===== src/rtl/ccf_pkg.sv =====
// constants, register map and types of the contact chatter filter
package ccf_pkg;

  // ****************************************
  // timebase
  // ****************************************
  localparam int unsigned CLK_FREQ_HZ = 25_000_000;
  localparam int unsigned TICK_PERIOD_MS = 1000;
  localparam int unsigned SEC_CYCLES = CLK_FREQ_HZ / 1000 * TICK_PERIOD_MS;
  localparam int unsigned SECS_PER_MIN = 60;

  // ****************************************
  // register map
  // ****************************************
  localparam int unsigned APB_AW = 8;
  localparam int unsigned APB_DW = 32;
  localparam logic [7:0] OFS_LIMITS = 8'h00;
  localparam logic [7:0] OFS_TIMES = 8'h04;
  localparam logic [7:0] OFS_ENABLE = 8'h08;
  localparam logic [7:0] OFS_DPMODE = 8'h0C;
  localparam logic [7:0] OFS_BLOCKED = 8'h10;
  localparam logic [7:0] OFS_LOCKED = 8'h14;
  localparam logic [7:0] OFS_EVENT = 8'h18;

  // ****************************************
  // field layout
  // ****************************************
  localparam int unsigned FIELD_W = 8;
  localparam int unsigned LIM_PERM_LSB = 0;
  localparam int unsigned LIM_TESTS_LSB = 8;
  localparam int unsigned TIM_INIT_LSB = 0;
  localparam int unsigned TIM_SUB_LSB = 8;
  localparam int unsigned TIM_IDLE_LSB = 16;

  // ****************************************
  // reset values
  // ****************************************
  localparam logic [7:0] RST_PERM = 8'h00;
  localparam logic [7:0] RST_TESTS = 8'h04;
  localparam logic [7:0] RST_INIT_SECS = 8'h01;
  localparam logic [7:0] RST_SUB_SECS = 8'h0A;
  localparam logic [7:0] RST_IDLE_MINS = 8'h01;
  localparam logic [7:0] TESTS_INFINITE = 8'hFF;

  // ****************************************
  // types
  // ****************************************
  typedef enum logic [2:0] {CH_WAIT, CH_INIT, CH_IDLE, CH_SUB, CH_LOCK} ccf_ch_t;

endpackage


===== src/rtl/ccf_time_if.sv =====
// common prescaled second and minute ticks
`timescale 1ns/10ps
`default_nettype none
interface ccf_time_if;
  logic sec_tick;
  logic min_tick;
  modport src (output sec_tick, output min_tick);
  modport snk (input sec_tick, input min_tick);
endinterface
`default_nettype wire


===== src/rtl/ccf_top.sv =====
// contact chatter filter with apb register file
//
// What this block does
// RULE_01: count input changes in initial window; exceeding the limit blocks the input.
// RULE_02: a permissible change limit of zero switches chatter blocking off entirely.
// RULE_03: initial window in seconds starts at the first change of the input.
// RULE_04: at most the set number of tests before permanent block; all-ones means never.
// RULE_05: exceeding in any window starts the idle period in minutes, input blocked.
// RULE_06: idle and subsequent times take effect only with nonzero test count.
// RULE_07: when idle ends a subsequent window in seconds counts changes again.
// RULE_08: subsequent window within the limit releases the input.
// RULE_09: subsequent window over the limit restarts idle until tests are used up.
// RULE_10: one shared parameter set, chatter enable per input.
// RULE_11: protection inputs can never be chatter blocked.
// RULE_12: a blocked input shows a chatter tag plus a general filter indication.
// RULE_13: blocked single point reports asserted if it had been active.
// RULE_14: blocked single point reports deasserted if it had been inactive.
// RULE_15: blocked double point reports the intermediate state.
// RULE_16: each input edge is one change; timers use a common prescaled tick.
// RULE_17: permanent block lasts until reset, a limits or times register write, or clearing the input's enable.
`timescale 1ns/10ps
`default_nettype none
module ccf_top #(
  parameter int unsigned N_IN = 8,
  parameter int unsigned SEC_CYCLES = ccf_pkg::SEC_CYCLES,
  parameter logic [N_IN-1:0] PROT_MASK = '0
) (
  input wire logic clk_i,
  input wire logic reset_n_i,
  input wire logic psel_i,
  input wire logic penable_i,
  input wire logic pwrite_i,
  input wire logic [ccf_pkg::APB_AW-1:0] paddr_i,
  input wire logic [ccf_pkg::APB_DW-1:0] pwdata_i,
  output logic [ccf_pkg::APB_DW-1:0] prdata_o,
  output logic pready_o,
  output logic pslverr_o,
  input wire logic [N_IN-1:0] contact_i,
  output logic [N_IN-1:0] point_state_o,
  output logic [N_IN-1:0] chatter_blocked_tag_o,
  output logic filter_active_o,
  output logic [N_IN-1:0] double_point_o
);
  import ccf_pkg::*;

  localparam int unsigned NP = N_IN / 2;

  // ****************************************
  // state
  // ****************************************
  typedef struct packed {
    logic [7:0] perm;
    logic [7:0] tests;
    logic [7:0] t_init;
    logic [7:0] t_sub;
    logic [7:0] t_idle;
    logic [N_IN-1:0] en;
    logic [NP-1:0] dp;
    logic [N_IN-1:0] prev;
    logic [N_IN-1:0] ind;
    logic [N_IN-1:0] blk;
    logic [N_IN-1:0] evt;
    logic [N_IN-1:0] dpo;
    logic [N_IN-1:0][7:0] cnt;
    logic [N_IN-1:0][7:0] tim;
    logic [N_IN-1:0][7:0] used;
    ccf_ch_t [N_IN-1:0] st;
    logic [APB_DW-1:0] rdata;
  } ccf_state_t;

  ccf_state_t q;
  ccf_state_t d;

  logic [N_IN-1:0] in_s;
  logic [N_IN-1:0] chg;
  logic [N_IN-1:0] live;
  logic [N_IN-1:0] locked;
  logic setup_ph;
  logic access_ph;
  logic wr_en;
  logic cfg_reload;

  ccf_time_if tb ();

  // ****************************************
  // helpers
  // ****************************************
  function automatic logic [7:0] ccf_sat_inc(input logic [7:0] v);
    return (v == 8'hFF) ? v : v + 8'h01;
  endfunction

  function automatic logic ccf_addr_ok(input logic [APB_AW-1:0] a);
    return (a == OFS_LIMITS) || (a == OFS_TIMES) || (a == OFS_ENABLE) || (a == OFS_DPMODE) ||
           (a == OFS_BLOCKED) || (a == OFS_LOCKED) || (a == OFS_EVENT);
  endfunction

  // ****************************************
  // input sync and timebase
  // ****************************************
  ccf_sync #(
    .W(N_IN)
  ) u_sync (
    .clk_i(clk_i),
    .reset_n_i(reset_n_i),
    .d_i(contact_i),
    .q_o(in_s)
  );

  ccf_tick #(
    .SEC_CYCLES(SEC_CYCLES)
  ) u_tick (
    .clk_i(clk_i),
    .reset_n_i(reset_n_i),
    .tb(tb.src)
  );

  // ****************************************
  // apb decode
  // ****************************************
  assign setup_ph = psel_i & ~penable_i;
  assign access_ph = psel_i & penable_i;
  assign wr_en = access_ph & pwrite_i & ccf_addr_ok(paddr_i);
  assign cfg_reload = wr_en & ((paddr_i == OFS_LIMITS) | (paddr_i == OFS_TIMES)); // RULE_17

  // either edge of the synced input is one change
  assign chg = in_s ^ q.prev; // RULE_16
  assign live = q.en & ~PROT_MASK & {N_IN{q.perm != 8'h00}}; // RULE_02 RULE_10 RULE_11

  always_comb begin
    for (int i = 0; i < N_IN; i++) begin
      locked[i] = (q.st[i] == CH_LOCK);
    end
  end

  // ****************************************
  // next state
  // ****************************************
  always_comb begin
    d = q;
    d.prev = in_s;

    for (int i = 0; i < N_IN; i++) begin
      unique case (q.st[i])
        CH_WAIT: begin
          if (chg[i]) begin
            d.st[i] = CH_INIT; // RULE_03
            d.cnt[i] = 8'h01;
            d.tim[i] = q.t_init;
          end
        end
        CH_INIT: begin
          if (chg[i] && (q.cnt[i] >= q.perm)) begin
            if (q.tests == 8'h00) begin
              d.st[i] = CH_LOCK; // RULE_04
            end else begin
              d.st[i] = CH_IDLE; // RULE_01 RULE_05
              d.used[i] = 8'h01;
              d.tim[i] = q.t_idle;
            end
          end else begin
            if (chg[i]) begin
              d.cnt[i] = ccf_sat_inc(q.cnt[i]);
            end
            if (tb.sec_tick) begin
              if (q.tim[i] == 8'h00) begin
                d.st[i] = CH_WAIT;
                d.cnt[i] = 8'h00;
              end else begin
                d.tim[i] = q.tim[i] - 8'h01;
              end
            end
          end
        end
        CH_IDLE: begin
          if (tb.min_tick) begin
            if (q.tim[i] == 8'h00) begin
              d.st[i] = CH_SUB; // RULE_07
              d.cnt[i] = 8'h00;
              d.tim[i] = q.t_sub;
            end else begin
              d.tim[i] = q.tim[i] - 8'h01;
            end
          end
        end
        CH_SUB: begin
          if (chg[i] && (q.cnt[i] >= q.perm)) begin
            if ((q.tests != TESTS_INFINITE) && (q.used[i] >= q.tests)) begin
              d.st[i] = CH_LOCK; // RULE_04
            end else begin
              d.st[i] = CH_IDLE; // RULE_09
              d.used[i] = ccf_sat_inc(q.used[i]);
              d.tim[i] = q.t_idle;
            end
          end else begin
            if (chg[i]) begin
              d.cnt[i] = ccf_sat_inc(q.cnt[i]);
            end
            if (tb.sec_tick && (q.tim[i] == 8'h00)) begin
              d.st[i] = CH_WAIT; // RULE_08
              d.cnt[i] = 8'h00;
              d.used[i] = 8'h00;
            end else if (tb.sec_tick) begin
              d.tim[i] = q.tim[i] - 8'h01;
            end
          end
        end
        CH_LOCK: begin
          d.st[i] = CH_LOCK; // RULE_17
        end
      endcase

      // disabled, protected or reloaded channels restart and pass through
      if (!live[i] || cfg_reload) begin
        d.st[i] = CH_WAIT; // RULE_02 RULE_11 RULE_17
        d.cnt[i] = 8'h00;
        d.used[i] = 8'h00;
        d.tim[i] = 8'h00;
      end

      d.blk[i] = (d.st[i] == CH_IDLE) || (d.st[i] == CH_SUB) || (d.st[i] == CH_LOCK); // RULE_12
      // a blocked point freezes at the level it showed before the change that blocked it
      d.ind[i] = d.blk[i] ? q.ind[i] : in_s[i]; // RULE_13 RULE_14
      if (d.blk[i] && !q.blk[i]) begin
        d.evt[i] = 1'b1; // RULE_12
      end
    end

    // ****************************************
    // register writes
    // ****************************************
    if (wr_en) begin
      unique case (paddr_i)
        OFS_LIMITS: begin
          d.perm = pwdata_i[LIM_PERM_LSB+:FIELD_W];
          d.tests = pwdata_i[LIM_TESTS_LSB+:FIELD_W];
        end
        OFS_TIMES: begin
          d.t_init = pwdata_i[TIM_INIT_LSB+:FIELD_W];
          if (q.tests != 8'h00) begin
            d.t_sub = pwdata_i[TIM_SUB_LSB+:FIELD_W]; // RULE_06
            d.t_idle = pwdata_i[TIM_IDLE_LSB+:FIELD_W]; // RULE_06
          end
        end
        OFS_ENABLE: begin
          d.en = pwdata_i[N_IN-1:0] & ~PROT_MASK; // RULE_10 RULE_11
        end
        OFS_DPMODE: begin
          d.dp = pwdata_i[NP-1:0];
        end
        OFS_EVENT: begin
          // write one to clear, a new event in the same cycle wins
          d.evt = (q.evt & ~pwdata_i[N_IN-1:0]) | (d.blk & ~q.blk);
        end
        default: begin
        end
      endcase
    end

    // pair mode taken after a same-cycle mode write, so output and mode agree
    for (int k = 0; k < NP; k++) begin
      if (d.dp[k] && (d.blk[2*k] || d.blk[2*k+1])) begin
        d.dpo[2*k+:2] = 2'b00; // RULE_15
      end else begin
        d.dpo[2*k+:2] = d.ind[2*k+:2];
      end
    end

    // ****************************************
    // read data, captured in the setup cycle
    // ****************************************
    if (setup_ph) begin
      unique case (paddr_i)
        OFS_LIMITS: d.rdata = {16'h0000, q.tests, q.perm};
        OFS_TIMES: d.rdata = {8'h00, q.t_idle, q.t_sub, q.t_init};
        OFS_ENABLE: d.rdata = APB_DW'(q.en);
        OFS_DPMODE: d.rdata = APB_DW'(q.dp);
        OFS_BLOCKED: d.rdata = APB_DW'(q.blk);
        OFS_LOCKED: d.rdata = APB_DW'(locked);
        OFS_EVENT: d.rdata = APB_DW'(q.evt);
        default: d.rdata = '0;
      endcase
    end
  end

  // ****************************************
  // registers
  // ****************************************
  always_ff @(posedge clk_i or negedge reset_n_i) begin
    if (!reset_n_i) begin
      q <= '0;
      q.perm <= RST_PERM;
      q.tests <= RST_TESTS;
      q.t_init <= RST_INIT_SECS;
      q.t_sub <= RST_SUB_SECS;
      q.t_idle <= RST_IDLE_MINS;
      for (int i = 0; i < N_IN; i++) begin
        q.st[i] <= CH_WAIT;
      end
    end else begin
      q <= d;
    end
  end

  assign prdata_o = q.rdata;
  assign pready_o = 1'b1;
  assign pslverr_o = access_ph & ~ccf_addr_ok(paddr_i);
  assign point_state_o = q.ind;
  assign chatter_blocked_tag_o = q.blk; // RULE_12
  assign filter_active_o = |q.blk; // RULE_12
  assign double_point_o = q.dpo;

  for (genvar g = 0; g < N_IN; g++) begin : g_chk

  end

  for (genvar k = 0; k < NP; k++) begin : g_dp

  end
endmodule
`default_nettype wire


===== src/rtl/ccf_sync.sv =====
// two flip-flop synchroniser for the contact inputs
`timescale 1ns/10ps
`default_nettype none
module ccf_sync #(
  parameter int unsigned W = 8
) (
  input wire logic clk_i,
  input wire logic reset_n_i,
  input wire logic [W-1:0] d_i,
  output logic [W-1:0] q_o
);
  typedef struct packed {
    logic [W-1:0] meta;
    logic [W-1:0] sync;
  } ccf_sync_t;

  ccf_sync_t q;
  ccf_sync_t d;

  always_comb begin
    d = q;
    d.meta = d_i;
    d.sync = q.meta;
  end

  always_ff @(posedge clk_i or negedge reset_n_i) begin
    if (!reset_n_i) begin
      q <= '0;
    end else begin
      q <= d;
    end
  end

  assign q_o = q.sync;
endmodule
`default_nettype wire


===== src/rtl/ccf_tick.sv =====
// prescaler making the second and minute ticks
`timescale 1ns/10ps
`default_nettype none
module ccf_tick #(
  parameter int unsigned SEC_CYCLES = ccf_pkg::SEC_CYCLES
) (
  input wire logic clk_i,
  input wire logic reset_n_i,
  ccf_time_if.src tb
);
  import ccf_pkg::*;
  localparam int unsigned CW = (SEC_CYCLES > 1) ? $clog2(SEC_CYCLES) : 1;

  typedef struct packed {
    logic [CW-1:0] cnt;
    logic [5:0] secs;
    logic sec;
    logic min;
  } ccf_tick_t;

  ccf_tick_t q;
  ccf_tick_t d;

  always_comb begin
    d = q;
    d.sec = 1'b0;
    d.min = 1'b0;
    if (q.cnt == CW'(SEC_CYCLES - 1)) begin
      d.cnt = '0;
      d.sec = 1'b1;
      if (q.secs == 6'(SECS_PER_MIN - 1)) begin
        d.secs = '0;
        d.min = 1'b1;
      end else begin
        d.secs = q.secs + 6'h01;
      end
    end else begin
      d.cnt = q.cnt + CW'(1);
    end
  end

  always_ff @(posedge clk_i or negedge reset_n_i) begin
    if (!reset_n_i) begin
      q <= '0;
    end else begin
      q <= d;
    end
  end

  assign tb.sec_tick = q.sec;
  assign tb.min_tick = q.min;
endmodule
`default_nettype wire


===== config.mk =====
export PLATFORM = sky130hd
export DESIGN_NAME = ccf_top
export DESIGN_NICKNAME = d
export VERILOG_FILES = /design/src/rtl/ccf_pkg.sv /design/src/rtl/ccf_time_if.sv /design/src/rtl/ccf_top.sv /design/src/rtl/ccf_sync.sv /design/src/rtl/ccf_tick.sv
export SDC_FILE = /design/constraint.sdc
export NUM_CORES = 1
export LEC_CHECK = 0
export BUFFER_PORTS_ARGS = -buffer_cell sky130_fd_sc_hd__buf_2
export CAP_MARGIN = 20
export CORE_MARGIN = 4
export CORE_UTILIZATION = 25
export CTS_BUF_LIST = sky130_fd_sc_hd__clkbuf_16
export DETAILED_ROUTE_END_ITERATION = 6
export PLACE_DENSITY = 0.39
export SLEW_MARGIN = 20
export SYNTH_ARGS = -nofsm -noshare
export SYNTH_HDL_FRONTEND = slang
export SYNTH_SLANG_ARGS = --single-unit

===== constraint.sdc =====
create_clock -name clk_i -period 4.15 [get_ports clk_i]
set_input_delay 0.83 -clock clk_i [delete_from_list [all_inputs] [get_ports clk_i]]
set_output_delay 0.83 -clock clk_i [all_outputs]
set_load 0.03 [all_outputs]

==> results.toml, run 1 <==
[cells_and_area]
finalNonFillerCells = 4348
multi_input_area_mm2 = 0.01441
seq_area_mm2 = 0.009540
layout-drive-gt1-share_pct = 14.38
final_common_cell = "dfrtp_1"
nets = 3211
finish.utilization_pct = 29.37
filler_cell_count = 10530
area_growth_pct = 16.65
final_cell_mix = "dfrtp_1 (376), nand2_1 (291), nor2_1 (269)"

[min_path]
hold_path.class = "in -> async"

[critical_path]
rr_endpoint = "point_state_o[7]"
worstPathArrival_ns = 4.29
reg2reg_slack_ns = 0.37
worstSetupPathType = "reg -> reg"
r2r_cells = 11
crit_start = "q[328]"
start_kind = "flip-flop"
r2r_start = "q[328]"
cp.required_ns = 4.66
cp_max_fo = 8
end_kind = "flip-flop"

[clock_tree]
ctsResizeCount = 0
ctsHoldBuffers = 0
cts-root-buf = "clkbuf_16"
postCtsSetupBuffers = 0
clk_pin_slew_ns = 0.06
cts_buffer_depth = 3
clkLatencyLatePin_ns = 0.64
cts_sinks = 381
cts_tree = "yes"
htreeDepth = 2
numCtsBuffers = 52

[grt]
grt-busiest-layer = "met2"
grt_antenna_before_repair = 13
use_met3_pct = 3.601
grt_pass1_vias = 22570
grt_pass1_wl_mm = 152.2
grt.met2_usage_pct = 28.91
grtUsageTotal_pct = 18.86
gr-total-overflow = 0
grt_max_degree = 75
use_met1_pct = 26.58

[sta]
fin_worst_skew_ns = 0.02594
hold_viol = 0
rsz0062_at_grt = "false"
worst_pin_slew_ns = 1.137
finalMaxSlewViolations = 0
clock.fmax_ghz = 0.2646
period_share_pct = 91.05
setup_viol = 0
period_minus_slack_ns = 3.779
hold_ws_ns = 0.1991
maxSlewHeadroom_pct = 23.94
setup_tns_ns = 0

[die]
ios = 112
initial_utilization_pct = 25.18
coreArea_mm2 = 0.1000
die_h_um = 325.4
die_x_um = 325.4
die-area_mm2 = 0.1059
rows = 116

[logic_synthesis]
ys_seq_area_share_pct = 37.89
synth-seq-cells = 381
yosys_warnings = 0
synth_area_leaders = "dfrtp_1 (37%), ha_1 (7.7%), o21ai_0 (5.1%)"
synth-edff-count = 0
syn-cell-area_mm2 = 0.02518
synth_top_area_cell = "dfrtp_1"
ys_types = 107
synth-main-ff-cell = "dfrtp_1"
synthArstFlopShare_pct = 100.0
yosysTopAreaCellShare_pct = 37.37
synthCells = 2878
synth_area_per_cell_um2 = 8.748

[route]
dr_total_vias = 23140
wl_per_cell_um = 23.42
drtPass1Iterations = 7
ant_nets = 0
drcViolationCount = 0
first_iter_violations = 2235
wl_mm = 101.8
avgViaCountPerCell = 5.322

[flow_run]
maxCapViolCount = 0

[power]
p_per_area_mw_per_mm2 = 304.3
max-vdd-ir-drop_uv = 269.5
p_leak_nw = 13.19

[placement]
gp_congestion = 0.8903
dp_cells = 4247
hpwl_mm = 73.51
io_buffers = 94

[run_status]
status = "complete, no violations"
-- logic make-up after synthesis --
family / after synthesis / share of synthesized area [%]
AOI/OAI and AO/OA: 856 / 22.52
xor gates and xnor gates: 84 / 2.922
adders and majority gates: 154 / 7.653
buffers and inverters: 275 / 5.049
DFF: 381 / 37.89
muxes: 74 / 3.260
other: 2 / 0.02983
and+or+nand+nor: 1052 / 20.68
-- per-stage QoR --
| stage | instance area (um2) | power (W) | setup WS, ns |
|---|---|---|---|
| 6_report | 29370 | 0.008936 | 0.3713 |
| 5_1_grt | 29360 | 0.009306 | 0.1678 |
| 4_1_cts | 29330 | 0.009111 | 0.3853 |
| 3_5_place_dp | 27660 | 0.004445 | 0.2767 |
| 3_3_place_gp | 27640 | 0.004441 | 0.2986 |
| 2_1_floorplan | 25200 | 0.004134 | 1.097 |
-- per-layer routing --
metal	vias up	wire length, um	part of all wire (%)
li1	10810	-	-
met1	11400	46640	46
met2	775	44630	44
met3	152	7013	6.9
met4	4	3532	3.5
met5	-	22	0.022
-- power by group --
| group | leakage (nW) | switching, W | internal [W] |
|---|---|---|---|
| Combinational | 7.20 | 0.000398 | 0.000171 |
| Sequential | 5.13 | 0.0000544 | 0.00375 |
| Clock | 0.860 | 0.00189 | 0.00267 |
| Total | 13.2 | 0.00234 | 0.00659 |
-- layout make-up --
type | count | share of cell area [%]
inverter | 98 | 1.252
timing repair buffer | 242 | 5.938
antenna | 5 | 0.04260
clock buffer | 53 | 4.516
tap | 1298 | 5.530
clock inverter | 42 | 1.189
sequential | 381 | 32.48
multi-input combinational | 2229 | 49.05
-- cells in the mapped netlist, types with 30 or more instances --
library cell,number
a21oi_1,162
a221oi_1,37
a31oi_1,36
and2_1,30
and3_1,55
buf_4,58
clkbuf_1,93
dfrtp_1,376
ha_1,154
inv_1,98
mux2_2,46
nand2_1,291
nand2b_1,50
nand3_1,95
nand4_1,36
nor2_1,269
nor3_1,69
o211ai_1,32
o21ai_0,259
o31ai_1,37
xnor2_1,36
xor2_1,48
-- registers in the layout (all words and copies together) (netlist names) --
name,count
prdata_o,24
u_tick.tb.sec_tick,1
point_state_o,8
double_point_o,8
chatter_blocked_tag_o,8
q,284
u_sync.q_o,8
u_tick.tb.min_tick,1
u_sync.d,8
u_tick.q,31
-- worst max-delay path by stage --
stage | slack (ns) | end
after global routing | 0.17 | q[149]
after detailed placement | 0.28 | q[244]
after global placement | 0.30 | q[243]
after floorplan | 1.10 | pslverr_o
after CTS | 0.39 | point_state_o[7]
final | 0.37 | point_state_o[7]
-- critical path, stage by stage, from the launching register on --
cell	delay, ns
dfrtp_1	0.41
inv_1	0.64
ha_1	0.28
a211oi_1	0.07
o21bai_1	0.24
o21bai_1	0.15
or4b_2	0.66
a21oi_1	0.25
or3_1	0.19
mux2_2	0.47
nand2_1	0.16
o21ai_0	0.11
Power figures use the tool's default switching activity.
==> run 2: changes to the inputs <==
Settings changed: CORE_MARGIN 4 to default.
==> run 2 against run 1 <==
Critical path depth decreased by 2. Final area decreased by 0.15%. Clock skew decreased by 0.0033 ns. Clock power decreased by 7.2%. Register-to-register slack improved by 0.05 ns. First-iteration DRC count decreased by 0.31%. Die area decreased by 3.7%. Non-clock buffer count increased by 20. Count of clock-buffer cells in the layout decreased by 3. Highest routed layer unchanged. Via count increased by 1.2%. Utilization about the same. The run now ends with design-rule violations left.
==> results.toml, run 2 (same netlist as run 1, synthesis figures left out) <==
[run_status]
status = "finished, violations left"
violations = "design-rule violations"

[sta]
setup_tns_ns = 0
period_minus_slack_ns = 3.725
hold_viol = 0
maxSlewHeadroom_pct = 16.18
rsz0062_at_grt = "false"
setup_viol = 0
finalMaxSlewViolations = 0
fin_worst_skew_ns = 0.02264
period_share_pct = 89.77
clock.fmax_ghz = 0.2684
worst_pin_slew_ns = 1.257
hold_ws_ns = 0.2210

[clock_tree]
postCtsSetupBuffers = 0
numCtsBuffers = 50
ctsHoldBuffers = 0
cts-root-buf = "clkbuf_16"
cts_sinks = 381
cts_tree = "yes"
cts_buffer_depth = 3
clkLatencyLatePin_ns = 0.62
htreeDepth = 2
clk_pin_slew_ns = 0.06
ctsResizeCount = 0

[grt]
grt_pass1_wl_mm = 150.7
grt_pass1_vias = 22510
grt_antenna_before_repair = 8
grtUsageTotal_pct = 19.56
gr-total-overflow = 0
grt_max_degree = 80

[flow_run]
maxCapViolCount = 0

[power]
max-vdd-ir-drop_uv = 254.7
p_per_area_mw_per_mm2 = 293.6
p_leak_nw = 13.20

[die]
die_x_um = 319.4
ios = 112
coreArea_mm2 = 0.1000
die_h_um = 319.4
initial_utilization_pct = 25.18
die-area_mm2 = 0.1020
rows = 116

[cells_and_area]
layout-drive-gt1-share_pct = 14.84
regMostFlops = "q"
area_growth_pct = 16.48
nets = 3229
final_common_cell = "dfrtp_1"
finish.utilization_pct = 29.33
final_cell_mix = "dfrtp_1 (375), nand2_1 (291), nor2_1 (269)"
largest_reg_flops = 284

[placement]
io_buffers = 94
gp_congestion = 0.8655
hpwl_mm = 73.70

[critical_path]
worstSetupPathType = "reg -> reg"
cp_max_fo = 9
slowest_delay_ns = 0.59
worstPathArrival_ns = 4.22
cpMaxStageDelayCell = "o41ai_1"
start_kind = "flip-flop"
cp.required_ns = 4.65
crit_chain = "inv_1, ha_1, o211ai_1, o21ai_0, a21oi_1, o41ai_1, nand4_2, a21oi_4, mux2_4"
end_kind = "flip-flop"

[route]
avgViaCountPerCell = 5.370
wl_per_cell_um = 23.24
ant_nets = 0
wl_mm = 101.3
drcViolationCount = 2
first_iter_violations = 2228
dr_total_vias = 23410
drtPass1Iterations = 7

[min_path]
hold_path.class = "in -> async"
==> run 2: changes by cell type in the layout (fill, tap and decap cells not counted), moves of 2 or more <==
cell and delta:
buf_4 +25, clkinv_1 +3, clkbuf_16 -3, inv_1 -3
bufinv_16 -2, diode_2 -3, buf_12 -4
==> run 2: cell type report <==
cell class / instances / area [um2]
Clock inverter: 40 / 294.0
Multi-Input combinational cell: 2229 / 14410
Fill cell: 10450 / 70670
Sequential cell: 381 / 9542
Tap cell: 1298 / 1624
Timing Repair Buffer: 262 / 1837
Antenna cell: 2 / 5.005
Clock buffer: 50 / 1251
Inverter: 98 / 367.9
==> run 2: final timing paths <==
path	depth (start not counted)	endpoint	slack, ns	from
max	9	point_state_o[2]	0.42	q[326]
min	1	q[329]	0.22	reset_n_i
max reg2reg	9	point_state_o[2]	0.42	q[326]
min reg2reg	0	u_sync.q_o[3]	0.35	u_sync.d[3]
max in group asynchronous	2	u_sync.d[5]	2.92	reset_n_i
min in group clk_i	1	u_sync.d[4]	0.31	contact_i[4]
==> run 2: routing by layer <==
metal | GRT usage [%] | share of wire, % | up-vias
li1 | - | - | 10840
met1 | 28.03 | 47 | 11690
met2 | 30.47 | 44 | 741
met3 | 2.426 | 5.3 | 143
met4 | 5.833 | 2.8 | 4
met5 | 0 | 0.027 | -
==> run 2: worst max-delay path: cells and delay by family, from the launching register on <==
kind / cells / cell delay, ns
muxes: 1 / 0.34
adders and majority gates: 1 / 0.45
buffers and inverters: 1 / 0.37
DFF: 1 / 0.57
AOI/OAI and AO/OA: 5 / 1.64
and+or+nand+nor: 1 / 0.21
==> run 2: power breakdown <==
part | internal (W) | switching, W
Combinational | 0.000175 | 0.000398
Clock | 0.00242 | 0.00181
Sequential | 0.00375 | 0.0000577
Total | 0.00635 | 0.00226
==> run 2: metrics by stage <==
| stage | power [W] | std cells | cell area, um2 | setup WS [ns] |
|---|---|---|---|---|
| finish | 0.008609 | 4360 | 29330 | 0.4246 |
| global route | 0.008970 | 4358 | 29320 | 0.2114 |
| CTS | 0.008787 | 4358 | 29320 | 0.4624 |
| detailed placement | 0.004450 | 4268 | 27780 | 0.4628 |
| global placement | 0.004445 | 4267 | 27750 | 0.4274 |
| floorplan | 0.004134 | 2885 | 25200 | 1.097 |
==> run 3: changes to the inputs <==
Settings changed: CTS_BUF_LIST sky130_fd_sc_hd__clkbuf_16 to sky130_fd_sc_hd__clkbuf_4 sky130_fd_sc_hd__clkbuf_8 sky130_fd_sc_hd__clkbuf_16, SLEW_MARGIN 20 to default.
==> run 3 against run 2 <==
The flow now finishes without violations. Count of clock-buffer cells in the layout rose by 18. Final cell count rose by 0.14%. Non-clock buffer count rose by 1. Via count barely moved. Clock power rose by 12%. Sequential power barely moved. Maximum frequency rose by 1.8%. Highest routed layer unchanged.
==> results.toml, run 3 (same netlist as run 1, synthesis figures left out) <==
[run_status]
status = "complete, no violations"

[sta]
clock.fmax_ghz = 0.2732
worst_pin_slew_ns = 1.195
period_minus_slack_ns = 3.661
maxSlewHeadroom_pct = 20.36
hold_ws_ns = 0.2410
period_share_pct = 88.21
hold_viol = 0
finalWorstSetupSlack_ns = 0.4894
rsz0062_at_grt = "false"
finalMaxSlewViolations = 0
setup_tns_ns = 0
fin_worst_skew_ns = 0.02430
setup_viol = 0

[clock_tree]
cts_buffer_depth = 3
clk_pin_slew_ns = 0.06
numCtsBuffers = 50
clkLatencyLatePin_ns = 0.62
cts-root-buf = "clkbuf_16"
ctsResizeCount = 0
cts_tree = "yes"
ctsHoldBuffers = 0
htreeDepth = 2
postCtsSetupBuffers = 0
cts_sinks = 381

[placement]
io_buffers = 94
dp_cells = 4269
place_ws_ns = 0.4319
hpwl_mm = 73.92
gp_congestion = 0.8655

[grt]
grt_antenna_before_repair = 7
grt_pass1_vias = 22390
gr-total-overflow = 0
grt_max_degree = 80
grtUsageTotal_pct = 19.54
grt_pass1_wl_mm = 150.6

[critical_path]
cpMaxStageDelayCell = "a21oi_1"
crit_top_cell = "o21ai_0"
worstPathArrival_ns = 4.18
crit_start = "q[339]"
crit_chain = "inv_1, buf_4, buf_4, ha_1, o211ai_1, o21ai_0, nand3_1, a21oi_1, o21ai_0, o21ai_0"
reg2reg_slack_ns = 0.49
end_kind = "flip-flop"
worstSetupPathType = "reg -> reg"
r2r_cells = 10
rr_endpoint = "q[147]"
cp.depth = 10
r2r_start = "q[339]"
slowest_delay_ns = 0.86
path_delay_family = "compound AO/OA/AOI/OAI gates"
cp_max_fo = 13
crit_buf_inv = 3
crit_end = "q[147]"
start_kind = "flip-flop"
cp.required_ns = 4.67

[route]
avgViaCountPerCell = 5.364
drtPass1Iterations = 6
drcViolationCount = 0
ant_nets = 0
wl_per_cell_um = 23.15
first_iter_violations = 2193
wl_mm = 101.1
dr_total_vias = 23420

[min_path]
hold_path.class = "in -> async"

[cells_and_area]
finalNonFillerCells = 4366
regMostFlops = "q"
final_cell_mix = "dfrtp_1 (376), nand2_1 (291), nor2_1 (269)"
final_common_cell = "dfrtp_1"
nets = 3230
filler_cell_count = 10470
multi_input_area_mm2 = 0.01441
seq_area_mm2 = 0.009540
finish.utilization_pct = 29.60
largest_reg_flops = 284
layout-drive-gt1-share_pct = 15.57
area_growth_pct = 17.58

[power]
p_per_area_mw_per_mm2 = 307.9
p_leak_nw = 13.30
max-vdd-ir-drop_uv = 335.9

[flow_run]
maxCapViolCount = 0

[die]
coreArea_mm2 = 0.1000
die_x_um = 319.4
die_h_um = 319.4
ios = 112
die-area_mm2 = 0.1020
initial_utilization_pct = 25.18
rows = 116
## run 3: cell count changes in the layout (fill, tap and decap cells not counted), moves of 3 or more
cell | previous run | this run
clkbuf_4 | 0 | 7
clkbuf_8 | 0 | 10
clkinv_1 | 15 | 0
clkinv_2 | 13 | 8
clkinv_4 | 0 | 3
clkinvlp_4 | 0 | 5
inv_1 | 103 | 98
## run 3: final cells by class
class	instances	share of cell area (%)
antenna	4	0.03381
clock inverter	25	1.099
timing repair buffer	263	6.297
multi-input combinational	2229	48.66
inverter	98	1.243
tap	1298	5.486
clock buffer	68	4.953
sequential	381	32.23
## run 3: metal layers
layer | wire length, um | global-route usage [%]
met2 | 44650 | 30.28
met1 | 47640 | 28.21
met4 | 2910 | 5.684
met3 | 5879 | 2.400
met5 | 17 | 0
## run 3: through the flow
step	cell area, um2	power [W]
global route	29590	0.009456
finish	29600	0.009115
floorplan	25200	0.004134
global placement	27750	0.004445
CTS	29590	0.009285
detailed placement	27800	0.004451
## run 3: how the worst min path moves through the flow
| stage | end | slack, ns | cells after the start |
|---|---|---|---|
| 3_5_place_dp | u_sync.q_o[3] | 0.34 | 0 |
| 5_1_grt | u_sync.d[4] | 0.28 | 1 |
| 2_1_floorplan | u_sync.q_o[0] | 0.33 | 0 |
| 3_3_place_gp | u_sync.q_o[3] | 0.34 | 0 |
| 4_1_cts | prdata_o[11] | 0.25 | 1 |
| 6_report | prdata_o[10] | 0.24 | 1 |
## run 3: where the power goes
| part | total, W | switching [W] | internal [W] |
|---|---|---|---|
| registers | 0.00381 | 0.0000567 | 0.00375 |
| clock network | 0.00473 | 0.00188 | 0.00286 |
| logic | 0.000575 | 0.000399 | 0.000176 |
| total | 0.00912 | 0.00233 | 0.00678 |
